$ cat src/verilog/term_regs_pkg.sv
// constants, field positions and types of the upper terminal register bank
package term_regs_pkg;
  localparam int ADDR_W = 8;
  localparam int IDX_W = 6;
  localparam logic [IDX_W-1:0] IDX_CFG5 = 6'h09;
  localparam logic [IDX_W-1:0] IDX_STACK = 6'h0a;
  localparam logic [IDX_W-1:0] IDX_FRAME = 6'h0b;
  localparam logic [IDX_W-1:0] IDX_MSG = 6'h0c;
  localparam logic [IDX_W-1:0] IDX_FCMD = 6'h0d;
  localparam logic [IDX_W-1:0] IDX_STAT = 6'h0e;
  localparam logic [IDX_W-1:0] IDX_BITW = 6'h0f;
  localparam logic [IDX_W-1:0] IDX_IRQ_STAT = 6'h10;
  localparam logic [IDX_W-1:0] IDX_IRQ_MASK = 6'h11;
  localparam logic [15:0] RST_WORD = 16'h0000;
  localparam logic [15:0] STAT_KEEP = 16'h071f;
  localparam int CLK_PERIOD_NS = 10;
  localparam int US_NS = 1000;
  localparam int US_CYCLES = US_NS / CLK_PERIOD_NS;
  localparam int FRAME_LSB_US = 100;
  localparam int MSG_LSB_US = 1;
  localparam int CFG_CLK_SEL = 15;
  localparam int CFG_SINGLE = 14;
  localparam int CFG_INH_A = 13;
  localparam int CFG_INH_B = 12;
  localparam int CFG_XZC = 11;
  localparam int CFG_TO_HI = 10;
  localparam int CFG_TO_LO = 9;
  localparam int CFG_GAP = 8;
  localparam int CFG_BCST_DIS = 7;
  localparam int CFG_LATCH = 6;
  localparam int CFG_ADDR_HI = 5;
  localparam int CFG_ADDR_LO = 1;
  localparam int CFG_PAR = 0;
  localparam int BSW_EOM = 15;
  localparam int BSW_SOM = 14;
  localparam int BSW_CHAN = 13;
  localparam int BSW_ERR = 12;
  localparam int BSW_SSET = 11;
  localparam int BSW_FMT = 10;
  localparam int BSW_NORSP = 9;
  localparam int BSW_LOOP = 8;
  localparam int BSW_MSSET = 7;
  localparam int BSW_RTY_HI = 6;
  localparam int BSW_RTY_LO = 5;
  localparam int BSW_GOOD = 4;
  localparam int BSW_ADDR = 3;
  localparam int BSW_WC = 2;
  localparam int BSW_SYNC = 1;
  localparam int BSW_INV = 0;
  localparam int IRQ_W = 4;
  localparam int IRQ_FRAME = 0;
  localparam int IRQ_MSG = 1;
  localparam int IRQ_CMD = 2;
  localparam int IRQ_BSW_ERR = 3;
  typedef enum logic [1:0] {
    MODE_BC = 2'b00,
    MODE_RT = 2'b01,
    MODE_MT = 2'b10
  } eng_mode_t;
endpackage

$ cat src/verilog/term_tick_if.sv
// tick strobes passed from the time base to the register bank
`timescale 1ns/10ps
`default_nettype none
interface term_tick_if;
  logic us_tick;
  logic frame_tick;
  modport gen (output us_tick, output frame_tick);
  modport use_side (input us_tick, input frame_tick);
endinterface
`default_nettype wire

$ cat src/verilog/term_tick_gen.sv
// time base: 1 us strobe and 100 us strobe from pclk
`timescale 1ns/10ps
`default_nettype none
module term_tick_gen
  #(
  parameter int US_DIV = term_regs_pkg::US_CYCLES,
  parameter int FRAME_DIV = term_regs_pkg::FRAME_LSB_US
  )
  (
  input wire logic pclk,
  input wire logic presetn,
  term_tick_if.gen tk
  );
  import term_regs_pkg::*;

  if (US_DIV < 2 || US_DIV > 65535 || FRAME_DIV < 1 || FRAME_DIV > 255)
  begin : g_bad
    $error("term_tick_gen: divider out of range");
  end

  typedef struct packed {
    logic [15:0] us_cnt;
    logic [7:0] fr_cnt;
    logic us_tick;
    logic frame_tick;
  } tick_state_t;

  tick_state_t t_q;
  tick_state_t t_d;

  always_comb
  begin
    t_d = t_q;
    t_d.us_tick = 1'b0;
    t_d.frame_tick = 1'b0;
    if (t_q.us_cnt == 16'(US_DIV - 1))
    begin
      t_d.us_cnt = 16'h0000;
      t_d.us_tick = 1'b1;
      if (t_q.fr_cnt == 8'(FRAME_DIV - 1))
      begin
        t_d.fr_cnt = 8'h00;
        t_d.frame_tick = 1'b1;
      end
      else
      begin
        t_d.fr_cnt = t_q.fr_cnt + 8'h01;
      end
    end
    else
    begin
      t_d.us_cnt = t_q.us_cnt + 16'h0001;
    end
  end

  always_ff @(posedge pclk or negedge presetn)
  begin
    if (!presetn)
    begin
      t_q <= '0;
    end
    else
    begin
      t_q <= t_d;
    end
  end

  assign tk.us_tick = t_q.us_tick;
  assign tk.frame_tick = t_q.frame_tick;
endmodule
`default_nettype wire

$ cat src/verilog/term_upper_regs.sv
// upper terminal register bank with APB slave, timers and block status word
`timescale 1ns/10ps
`default_nettype none
module term_upper_regs
  #(
  parameter logic [7:0] TO_US0 = 8'h14,
  parameter logic [7:0] TO_US1 = 8'h18,
  parameter logic [7:0] TO_US2 = 8'h32,
  parameter logic [7:0] TO_US3 = 8'h82
  )
  (
  input wire logic pclk,
  input wire logic presetn,
  input wire logic psel,
  input wire logic penable,
  input wire logic pwrite,
  input wire logic [term_regs_pkg::ADDR_W-1:0] paddr,
  input wire logic [31:0] pwdata,
  output logic [31:0] prdata,
  output logic pready,
  output logic pslverr,
  output logic irq,
  input wire term_regs_pkg::eng_mode_t eng_mode,
  input wire logic frame_start,
  input wire logic msg_start,
  input wire logic [15:0] msg_budget,
  input wire logic last_cmd_valid,
  input wire logic [15:0] last_cmd,
  input wire logic [15:0] rt_status_in,
  input wire logic [15:0] bit_word_in,
  input wire logic bsw_load,
  input wire logic message_end_flag,
  input wire logic message_start_flag,
  input wire logic channel_used,
  input wire logic status_set,
  input wire logic masked_status_set,
  input wire logic format_error,
  input wire logic no_response,
  input wire logic loop_test_fail,
  input wire logic [1:0] retry_count,
  input wire logic good_block,
  input wire logic wrong_status_addr,
  input wire logic word_count_error,
  input wire logic sync_type_error,
  input wire logic invalid_word,
  output logic [15:0] block_status_word,
  output logic block_status_valid,
  output logic clk_12mhz_sel,
  output logic single_ended,
  output logic tx_inhibit_a,
  output logic tx_inhibit_b,
  output logic expanded_crossing,
  output logic gap_check,
  output logic broadcast_disable,
  output logic terminal_address_latch_control,
  output logic [4:0] terminal_address,
  output logic address_parity_error,
  output logic [7:0] response_timeout_us,
  output logic [15:0] data_stack_pointer,
  output logic [15:0] frame_time_left,
  output logic [15:0] message_time_left
  );
  import term_regs_pkg::*;

  typedef struct packed {
    logic [15:0] cfg5;
    logic [15:0] stack;
    logic [15:0] frame_left;
    logic [15:0] msg_left;
    logic [15:0] fcmd;
    logic [15:0] bsw;
    logic [IRQ_W-1:0] irq_stat;
    logic [IRQ_W-1:0] irq_mask;
    logic [7:0] to_us;
    logic [31:0] prdata;
    logic irq;
    logic bsw_valid;
    logic par_err;
    logic pready;
    logic pslverr;
  } state_t;

  state_t s_q;
  state_t s_d;
  logic [IRQ_W-1:0] ev;
  logic acc;
  logic wr;

  term_tick_if tk();

  term_tick_gen u_tick (
    .pclk(pclk),
    .presetn(presetn),
    .tk(tk)
  );

  function automatic logic [IDX_W-1:0] idx_of(input logic [ADDR_W-1:0] a);
    idx_of = a[ADDR_W-1:2];
  endfunction

  function automatic logic idx_ok(input logic [ADDR_W-1:0] a);
    logic [IDX_W-1:0] i;
    i = idx_of(a);
    idx_ok = (a[1:0] == 2'b00) && (i >= IDX_CFG5) && (i <= IDX_IRQ_MASK);
  endfunction

  function automatic logic [7:0] to_lookup(input logic [1:0] sel);
    unique case (sel)
      2'b00: to_lookup = TO_US0;
      2'b01: to_lookup = TO_US1;
      2'b10: to_lookup = TO_US2;
      2'b11: to_lookup = TO_US3;
    endcase
  endfunction

  // one wait state: pready rises the cycle after the first access cycle
  assign acc = psel && penable;
  assign wr = acc && s_q.pready && pwrite && !s_q.pslverr;

  always_comb
  begin
    s_d = s_q;
    ev = '0;
    s_d.pready = 1'b0;
    s_d.bsw_valid = 1'b0;
    if (acc && !s_q.pready)
    begin
      s_d.pready = 1'b1;
      s_d.pslverr = !idx_ok(paddr);
      s_d.prdata = 32'h0000_0000;
      if (!pwrite && idx_ok(paddr))
      begin
        unique case (idx_of(paddr))
          IDX_CFG5: s_d.prdata[15:0] = s_q.cfg5;
          IDX_STACK: s_d.prdata[15:0] = s_q.stack;
          IDX_FRAME: s_d.prdata[15:0] = s_q.frame_left;
          IDX_MSG: s_d.prdata[15:0] = s_q.msg_left;
          IDX_FCMD: s_d.prdata[15:0] = s_q.fcmd;
          IDX_STAT: s_d.prdata[15:0] = rt_status_in & STAT_KEEP;
          IDX_BITW: s_d.prdata[15:0] = bit_word_in;
          IDX_IRQ_STAT: s_d.prdata[IRQ_W-1:0] = s_q.irq_stat;
          IDX_IRQ_MASK: s_d.prdata[IRQ_W-1:0] = s_q.irq_mask;
          default: s_d.prdata = 32'h0000_0000;
        endcase
      end
    end
    // frame timer only runs down; it stops at zero and waits for a reload
    if (tk.frame_tick && s_q.frame_left != 16'h0000)
    begin
      s_d.frame_left = s_q.frame_left - 16'h0001;
      if (s_q.frame_left == 16'h0001)
      begin
        ev[IRQ_FRAME] = 1'b1;
      end
    end
    if (frame_start && eng_mode == MODE_BC)
    begin
      s_d.frame_left = s_q.fcmd;
    end
    if (tk.us_tick && s_q.msg_left != 16'h0000)
    begin
      s_d.msg_left = s_q.msg_left - 16'h0001;
      if (s_q.msg_left == 16'h0001)
      begin
        ev[IRQ_MSG] = 1'b1;
      end
    end
    if (msg_start)
    begin
      s_d.msg_left = msg_budget;
    end
    if (wr)
    begin
      unique case (idx_of(paddr))
        IDX_CFG5: s_d.cfg5 = pwdata[15:0];
        IDX_STACK: s_d.stack = pwdata[15:0];
        IDX_FRAME: s_d.frame_left = pwdata[15:0];
        IDX_FCMD: s_d.fcmd = pwdata[15:0];
        IDX_IRQ_STAT: s_d.irq_stat = s_q.irq_stat & ~pwdata[IRQ_W-1:0];
        IDX_IRQ_MASK: s_d.irq_mask = pwdata[IRQ_W-1:0];
        default: s_d.irq_mask = s_d.irq_mask;
      endcase
    end
    // the engine's capture beats a host write landing in the same cycle
    if (last_cmd_valid && eng_mode == MODE_RT)
    begin
      s_d.fcmd = last_cmd;
      ev[IRQ_CMD] = 1'b1;
    end
    if (bsw_load)
    begin
      s_d.bsw = RST_WORD;
      s_d.bsw[BSW_EOM] = message_end_flag;
      s_d.bsw[BSW_SOM] = message_start_flag;
      s_d.bsw[BSW_CHAN] = channel_used;
      s_d.bsw[BSW_SSET] = status_set;
      s_d.bsw[BSW_MSSET] = masked_status_set;
      s_d.bsw[BSW_FMT] = format_error;
      s_d.bsw[BSW_NORSP] = no_response;
      s_d.bsw[BSW_LOOP] = loop_test_fail;
      s_d.bsw[BSW_ADDR] = wrong_status_addr;
      s_d.bsw[BSW_WC] = word_count_error;
      s_d.bsw[BSW_SYNC] = sync_type_error;
      s_d.bsw[BSW_INV] = invalid_word;
      s_d.bsw[BSW_RTY_HI:BSW_RTY_LO] = retry_count;
      s_d.bsw[BSW_GOOD] = good_block;
      s_d.bsw[BSW_ERR] = format_error | no_response | loop_test_fail |
        wrong_status_addr | word_count_error | sync_type_error |
        invalid_word;
      s_d.bsw_valid = 1'b1;
      ev[IRQ_BSW_ERR] = s_d.bsw[BSW_ERR];
    end
    // set after clear so a same-cycle event survives the write of one
    s_d.irq_stat = s_d.irq_stat | ev;
    s_d.irq = |(s_d.irq_stat & s_d.irq_mask);
    s_d.to_us = to_lookup(s_d.cfg5[CFG_TO_HI:CFG_TO_LO]);
    s_d.par_err = ~^s_d.cfg5[CFG_ADDR_HI:CFG_PAR];
  end

  always_ff @(posedge pclk or negedge presetn)
  begin
    if (!presetn)
    begin
      s_q <= '0;
    end
    else
    begin
      s_q <= s_d;
    end
  end

  assign prdata = s_q.prdata;
  assign pready = s_q.pready;
  assign pslverr = s_q.pslverr;
  assign irq = s_q.irq;
  assign block_status_word = s_q.bsw;
  assign block_status_valid = s_q.bsw_valid;
  // the engine derives its bit timing from this select
  assign clk_12mhz_sel = s_q.cfg5[CFG_CLK_SEL];
  assign single_ended = s_q.cfg5[CFG_SINGLE];
  assign tx_inhibit_a = s_q.cfg5[CFG_INH_A];
  assign tx_inhibit_b = s_q.cfg5[CFG_INH_B];
  assign expanded_crossing = s_q.cfg5[CFG_XZC];
  assign gap_check = s_q.cfg5[CFG_GAP];
  assign broadcast_disable = s_q.cfg5[CFG_BCST_DIS];
  assign terminal_address_latch_control = s_q.cfg5[CFG_LATCH];
  assign terminal_address = s_q.cfg5[CFG_ADDR_HI:CFG_ADDR_LO];
  assign address_parity_error = s_q.par_err;
  assign response_timeout_us = s_q.to_us;
  assign data_stack_pointer = s_q.stack;
  assign frame_time_left = s_q.frame_left;
  assign message_time_left = s_q.msg_left;
endmodule
`default_nettype wire

$ cat config.mk
export PLATFORM = sky130hd
export DESIGN_NAME = term_upper_regs
export DESIGN_NICKNAME = d
export VERILOG_FILES = /design/src/verilog/term_regs_pkg.sv /design/src/verilog/term_tick_if.sv /design/src/verilog/term_tick_gen.sv /design/src/verilog/term_upper_regs.sv
export SDC_FILE = /design/constraint.sdc
export NUM_CORES = 1
export LEC_CHECK = 0
export BUFFER_PORTS_ARGS = -buffer_cell sky130_fd_sc_hd__buf_2
export CAP_MARGIN = 25
export CORE_MARGIN = 4
export CORE_UTILIZATION = 50
export CTS_CLUSTER_SIZE = 25
export DETAILED_ROUTE_END_ITERATION = 8
export HOLD_SLACK_MARGIN = 0.02
export PLACE_DENSITY = 0.85
export SLEW_MARGIN = 15
export SYNTH_ARGS = -nofsm -noshare
export SYNTH_HDL_FRONTEND = slang
export SYNTH_SLANG_ARGS = --single-unit
$ cat constraint.sdc
create_clock -name pclk -period 2.75 [get_ports pclk]
set_input_delay 0.1375 -clock pclk [delete_from_list [all_inputs] [get_ports pclk]]
set_output_delay 0.1375 -clock pclk [all_outputs]
set_load 0.01 [all_outputs]
Word level (Yosys, flattened, before mapping)
Cells that the tools add are included.
{"block": "word_totals", "reg_bits": 175, "latch_bits": 0, "ramBits": 0, "mem_bits_ro": 0, "inputBits": 130, "word_cells": 112, "mem_count": 0}
{"block": "op_classes", "addsub": 4, "multipliers": 0, "n_div": 0, "magnitude_cmp": 2, "eq_ne": 17, "shift": 0, "muxes": 30, "n_bitwise": 10, "reduce_logical": 29}
{"operator": "$mux W16", "count": 11}
{"operator": "$pmux W12 S7", "count": 1}
{"operator": "$mux W43", "count": 1}
{"operator": "$eq A6 B4 Y1 const B", "count": 7}
{"operator": "$pmux W4 S9", "count": 1}
{"operator": "$eq A16 B1 Y1 const B", "count": 2}
{"operator": "$pmux W8 S4", "count": 1}
{"operator": "$reduce_bool A16 Y1", "count": 2}
{"operator": "$sub A16 B1 Y16 const B", "count": 2}
{"operator": "$add A16 B1 Y16 const B", "count": 1}
{"operator": "$eq A16 B7 Y1 const B", "count": 1}
{"operator": "$mux W8", "count": 2}
{"operator": "$eq A6 B5 Y1 const B", "count": 2}
{"operator": "$logic_and A1 B1 Y1", "count": 12}
{"operator": "$mux W11", "count": 1}
{"operator": "$add A8 B1 Y8 const B", "count": 1}
{"operator": "$and A4 B4 Y4", "count": 2}
{"operator": "$eq A8 B7 Y1 const B", "count": 1}
{"operator": "$mux W1", "count": 8}
{"operator": "$mux W4", "count": 2}
{"operator": "$ge A6 B4 Y1 const B", "count": 1}
{"operator": "$le A6 B5 Y1 const B", "count": 1}
{"operator": "$logic_not A2 Y1", "count": 3}
{"operator": "$or A1 B1 Y1", "count": 6}
{"operator": "10 further kinds", "count": 20}

Longest topological paths before layout
{"block": "depth", "depth_word": 10, "depth_mapped": 8, "ltp_nobuf": 7}

By module
From an unflattened synthesis, not the netlist that was laid out.
{"block": "hier_totals", "hier_cells": 883, "area_unflattened_um2": 9043.7}
{"mod": "term_upper_regs", "n_inst": 1, "cells_each": 777, "area_each_um2": 7846.3, "seq_area_each_um2": 3278.1}
{"mod": "term_tick_gen", "n_inst": 1, "cells_each": 106, "area_each_um2": 1197.4, "seq_area_each_um2": 650.6}

Worst setup path after synthesis
No wires, ideal clock.
{"block": "synth_path", "kind": "flip-flop to flip-flop", "start": "register s_q (netlist bit frame_time_left[5])", "end": "register s_q (netlist bit frame_time_left[1])", "setup_time_ns": 0.126, "arrival_time_ns": 2.166, "required_time_ns": 2.624, "slack_ns": 0.458, "path_stages_with_launch": 7, "synth_period_minus_slack_ns": 2.292, "path_cell_list": "dfrtp_1 or4_4 or4_1 buf_2 o41ai_4 mux2i_1 a221o_1"}
{"item": "from (decl)", "line": "term_upper_regs.sv:83", "rtl": "state_t s_q;"}
{"item": "from (signal assigned)", "line": "term_upper_regs.sv:224", "rtl": "s_q <= '0;"}
{"item": "from (signal assigned)", "line": "term_upper_regs.sv:228", "rtl": "s_q <= s_d;"}

==> flow_summary.yaml <==
run_status:
  status: "finished, final reports clean"
hold_path:
  hold_path.class: "in -> reg"
cts:
  clk_latency_ps: 430
  postCtsSetupBuffers: 0
  cts_tree: "built"
  clock-sinks: 157
  cts_buffers: 17
  cts_root_buffer: "clkbuf_16"
  clock_path_buffers: 2
  hold_buffers: 44
  ctsResizeCount: 0
  h-tree-depth: 4
  clkTransAtPathRegs_ps: 70
grt:
  grt_pass1_wl_um: 42600
  overflow: 0
  grt_pass1_vias: 7628
  track_usage_pct: 27.4
  grt_max_degree: 64
  grt_antenna_before_repair: 2
detailed_routing:
  drtIter0Drc: 870
  drt_pass1_iterations: 6
  vias: 7644
  wl_um: 27600
  routedWlPerCell_um: 21.5
  viasPerCell: 5.96
  remaining_drc_errors: 0
  antenna_left: 0
cells_and_area:
  fin_area_mm2: 0.0106
  drive_gt1_share_pct: 32.5
  antennaDiodeCount: 0
  layout_common_cells: "buf_2, dfrtp_1, nand2_1"
  fin_util_pct: 61.2
  stdcell_count: 1282
  final_common_cell: "buf_2"
  multi_input_area_mm2: 0.00397
  fill_cells: 1344
  areaGrowthSynthToFinish_pct: 19.6
  seqCellArea_mm2: 0.00393
  nets: 1182
power:
  ir_worst_vdd_v: 0.000587
  finalPower_mw: 5.99
  powerDensity_mw_per_mm2: 566
  power.leakage_nw: 5.03
floorplanning:
  start_util_pct: 51.1
  core_mm2: 0.0173
  io_pins: 252
  rows: 48
  die_w_um: 141
  fp.dieArea_mm2: 0.0199
  die-height_um: 141
synth:
  synth_area_mm2: 0.00885
  postSynth.asyncResetShare_pct: 100
  syn_inst: 873
  yosysWarnings: 0
  synth-seq-area-share_pct: 44.4
  synth-edff-count: 0
  syn_avg_cell_area_um2: 10.1
  ys_seq_elements: 157
  yosysUniqueCellTypes: 69
  ys.flop_type: "dfrtp_1"
run:
  maxCapViolCount: 0
timing:
  hold_viol: 0
  fin_ws_ps: 206
  relSlewSlack_pct: 56.9
  finalCriticalPeriod_ps: 2540
  drv_slew: 0
  rsz0062_at_grt: "false"
  timing.hold.ws_ps: 19.0
  max_freq_mhz: 393
  clock_skew_ps: 9.67
  tightest_slew_ps: 641
  setup_viol: 0
  final.setup.tns_ps: 0
  fin_crit_sh_pct: 92.5
place:
  dp_hpwl_um: 19800
  pre_cts_slack_ps: 243
  port_buffers: 209
  place_inst: 1206
  placed_area_mm2: 0.00953
  gp_congestion: 0.920
worst_setup_path:
  required_ps: 3120
  crit_path_end_kind: "flip-flop"
  worstPathMaxFanout: 7
  crit_arrival_ps: 2910
  cp-start-kind: "flip-flop"
  path_class: "reg -> reg"
==> final cells by class <==
class	count	area share (%)
multi-input combinational	570	37.5
tap	225	2.66
clock inverter	12	1.54
timing repair buffer	284	16.4
inverter	14	0.497
sequential	157	37.1
clock buffer	20	4.22
==> routing by layer <==
metal  share of wire, %  wire, um  up-vias  GRT usage (%)
li1                   -         -     3368              -
met1                 38     10500     3697           34.8
met2                 48     13300      501           45.0
met3                 10      2890       74           7.36
met4                3.3       900        4           10.4
met5              0.091        25        -              0
==> flip-flops by register name, summed over array words and instances (netlist names), 5 cells and up <==
signal	flops
block_status_word	16
data_stack_pointer	16
frame_time_left	16
message_time_left	16
prdata	16
response_timeout_us	6
s_q	27
terminal_address	5
u_tick.t_q	24
==> critical path: stages, from the launching register on <==
cell and delay, ps:
dfrtp_1 430, or4_4 580, or4_1 580, or4_1 590, a21boi_1 180, or3b_1 120
==> cells in the mapped netlist, types with 3 or more instances <==
library cell	instances	share of area [%]
mux2i_1	24	2.7
a21boi_0	3	0.25
dfrtp_1	157	44
xnor2_1	23	2.3
inv_1	14	0.59
nand2b_1	3	0.21
ha_1	8	1.1
or4_1	8	0.68
or3_1	9	0.64
mux2_2	57	7.3
nand2_1	71	3.0
a22o_1	8	0.79
nand4b_1	4	0.40
nor4_1	11	0.78
a222oi_1	3	0.34
nor3b_1	3	0.25
buf_4	110	9.3
buf_2	5	0.28
nand3b_1	4	0.34
nor3_1	25	1.4
nand3_1	22	1.2
and3_1	10	0.71
o211ai_1	6	0.51
a22oi_1	37	3.1
nand4_1	10	0.71
o41ai_1	4	0.40
a21o_1	13	1.1
nor2b_1	8	0.57
o21ai_1	3	0.17
o21ai_0	53	3.0
xor2_1	15	1.5
a31oi_1	14	0.99
clkbuf_1	31	1.3
a21oi_1	13	0.74
buf_1	3	0.13
nor2_1	38	1.6
mux2_1	3	0.38
o31ai_1	3	0.25
==> path summary, 6_finish.rpt <==
kind / from / end / slack [ps] / cells past startpoint
min in group asynchronous: presetn / data_stack_pointer[12] / 260 / 2
worst min-delay path: last_cmd[15] / s_q[84] / 20 / 3
worst min register to register: u_tick.t_q[9] / u_tick.t_q[9] / 470 / 1
max in group asynchronous: presetn / response_timeout_us[3] / 1690 / 3
worst max-delay path: frame_time_left[5] / irq / 210 / 5
worst max register to register: frame_time_left[5] / irq / 210 / 5
==> power by group <==
group / total [mW] / switching, mW / leakage, nW / internal [mW]
sequential: 2.64 / 0.190 / 2.01 / 2.45
clock: 2.46 / 0.995 / 0.291 / 1.46
combinational: 0.890 / 0.500 / 2.72 / 0.390
==> cell families (layout without fill, tap and decap cells) <==
kind of cell	count (synthesis)	in the layout	synth area share, %
compound gates	174	174	13.3
other cells	1	18	0.0424
buf+inv	163	330	11.7
simple gates	247	247	15.1
mux	84	84	10.4
xor+xnor	39	39	4.02
fa+ha+maj	8	8	1.13
flops	157	157	44.4
Power figures use the tool's default switching activity.
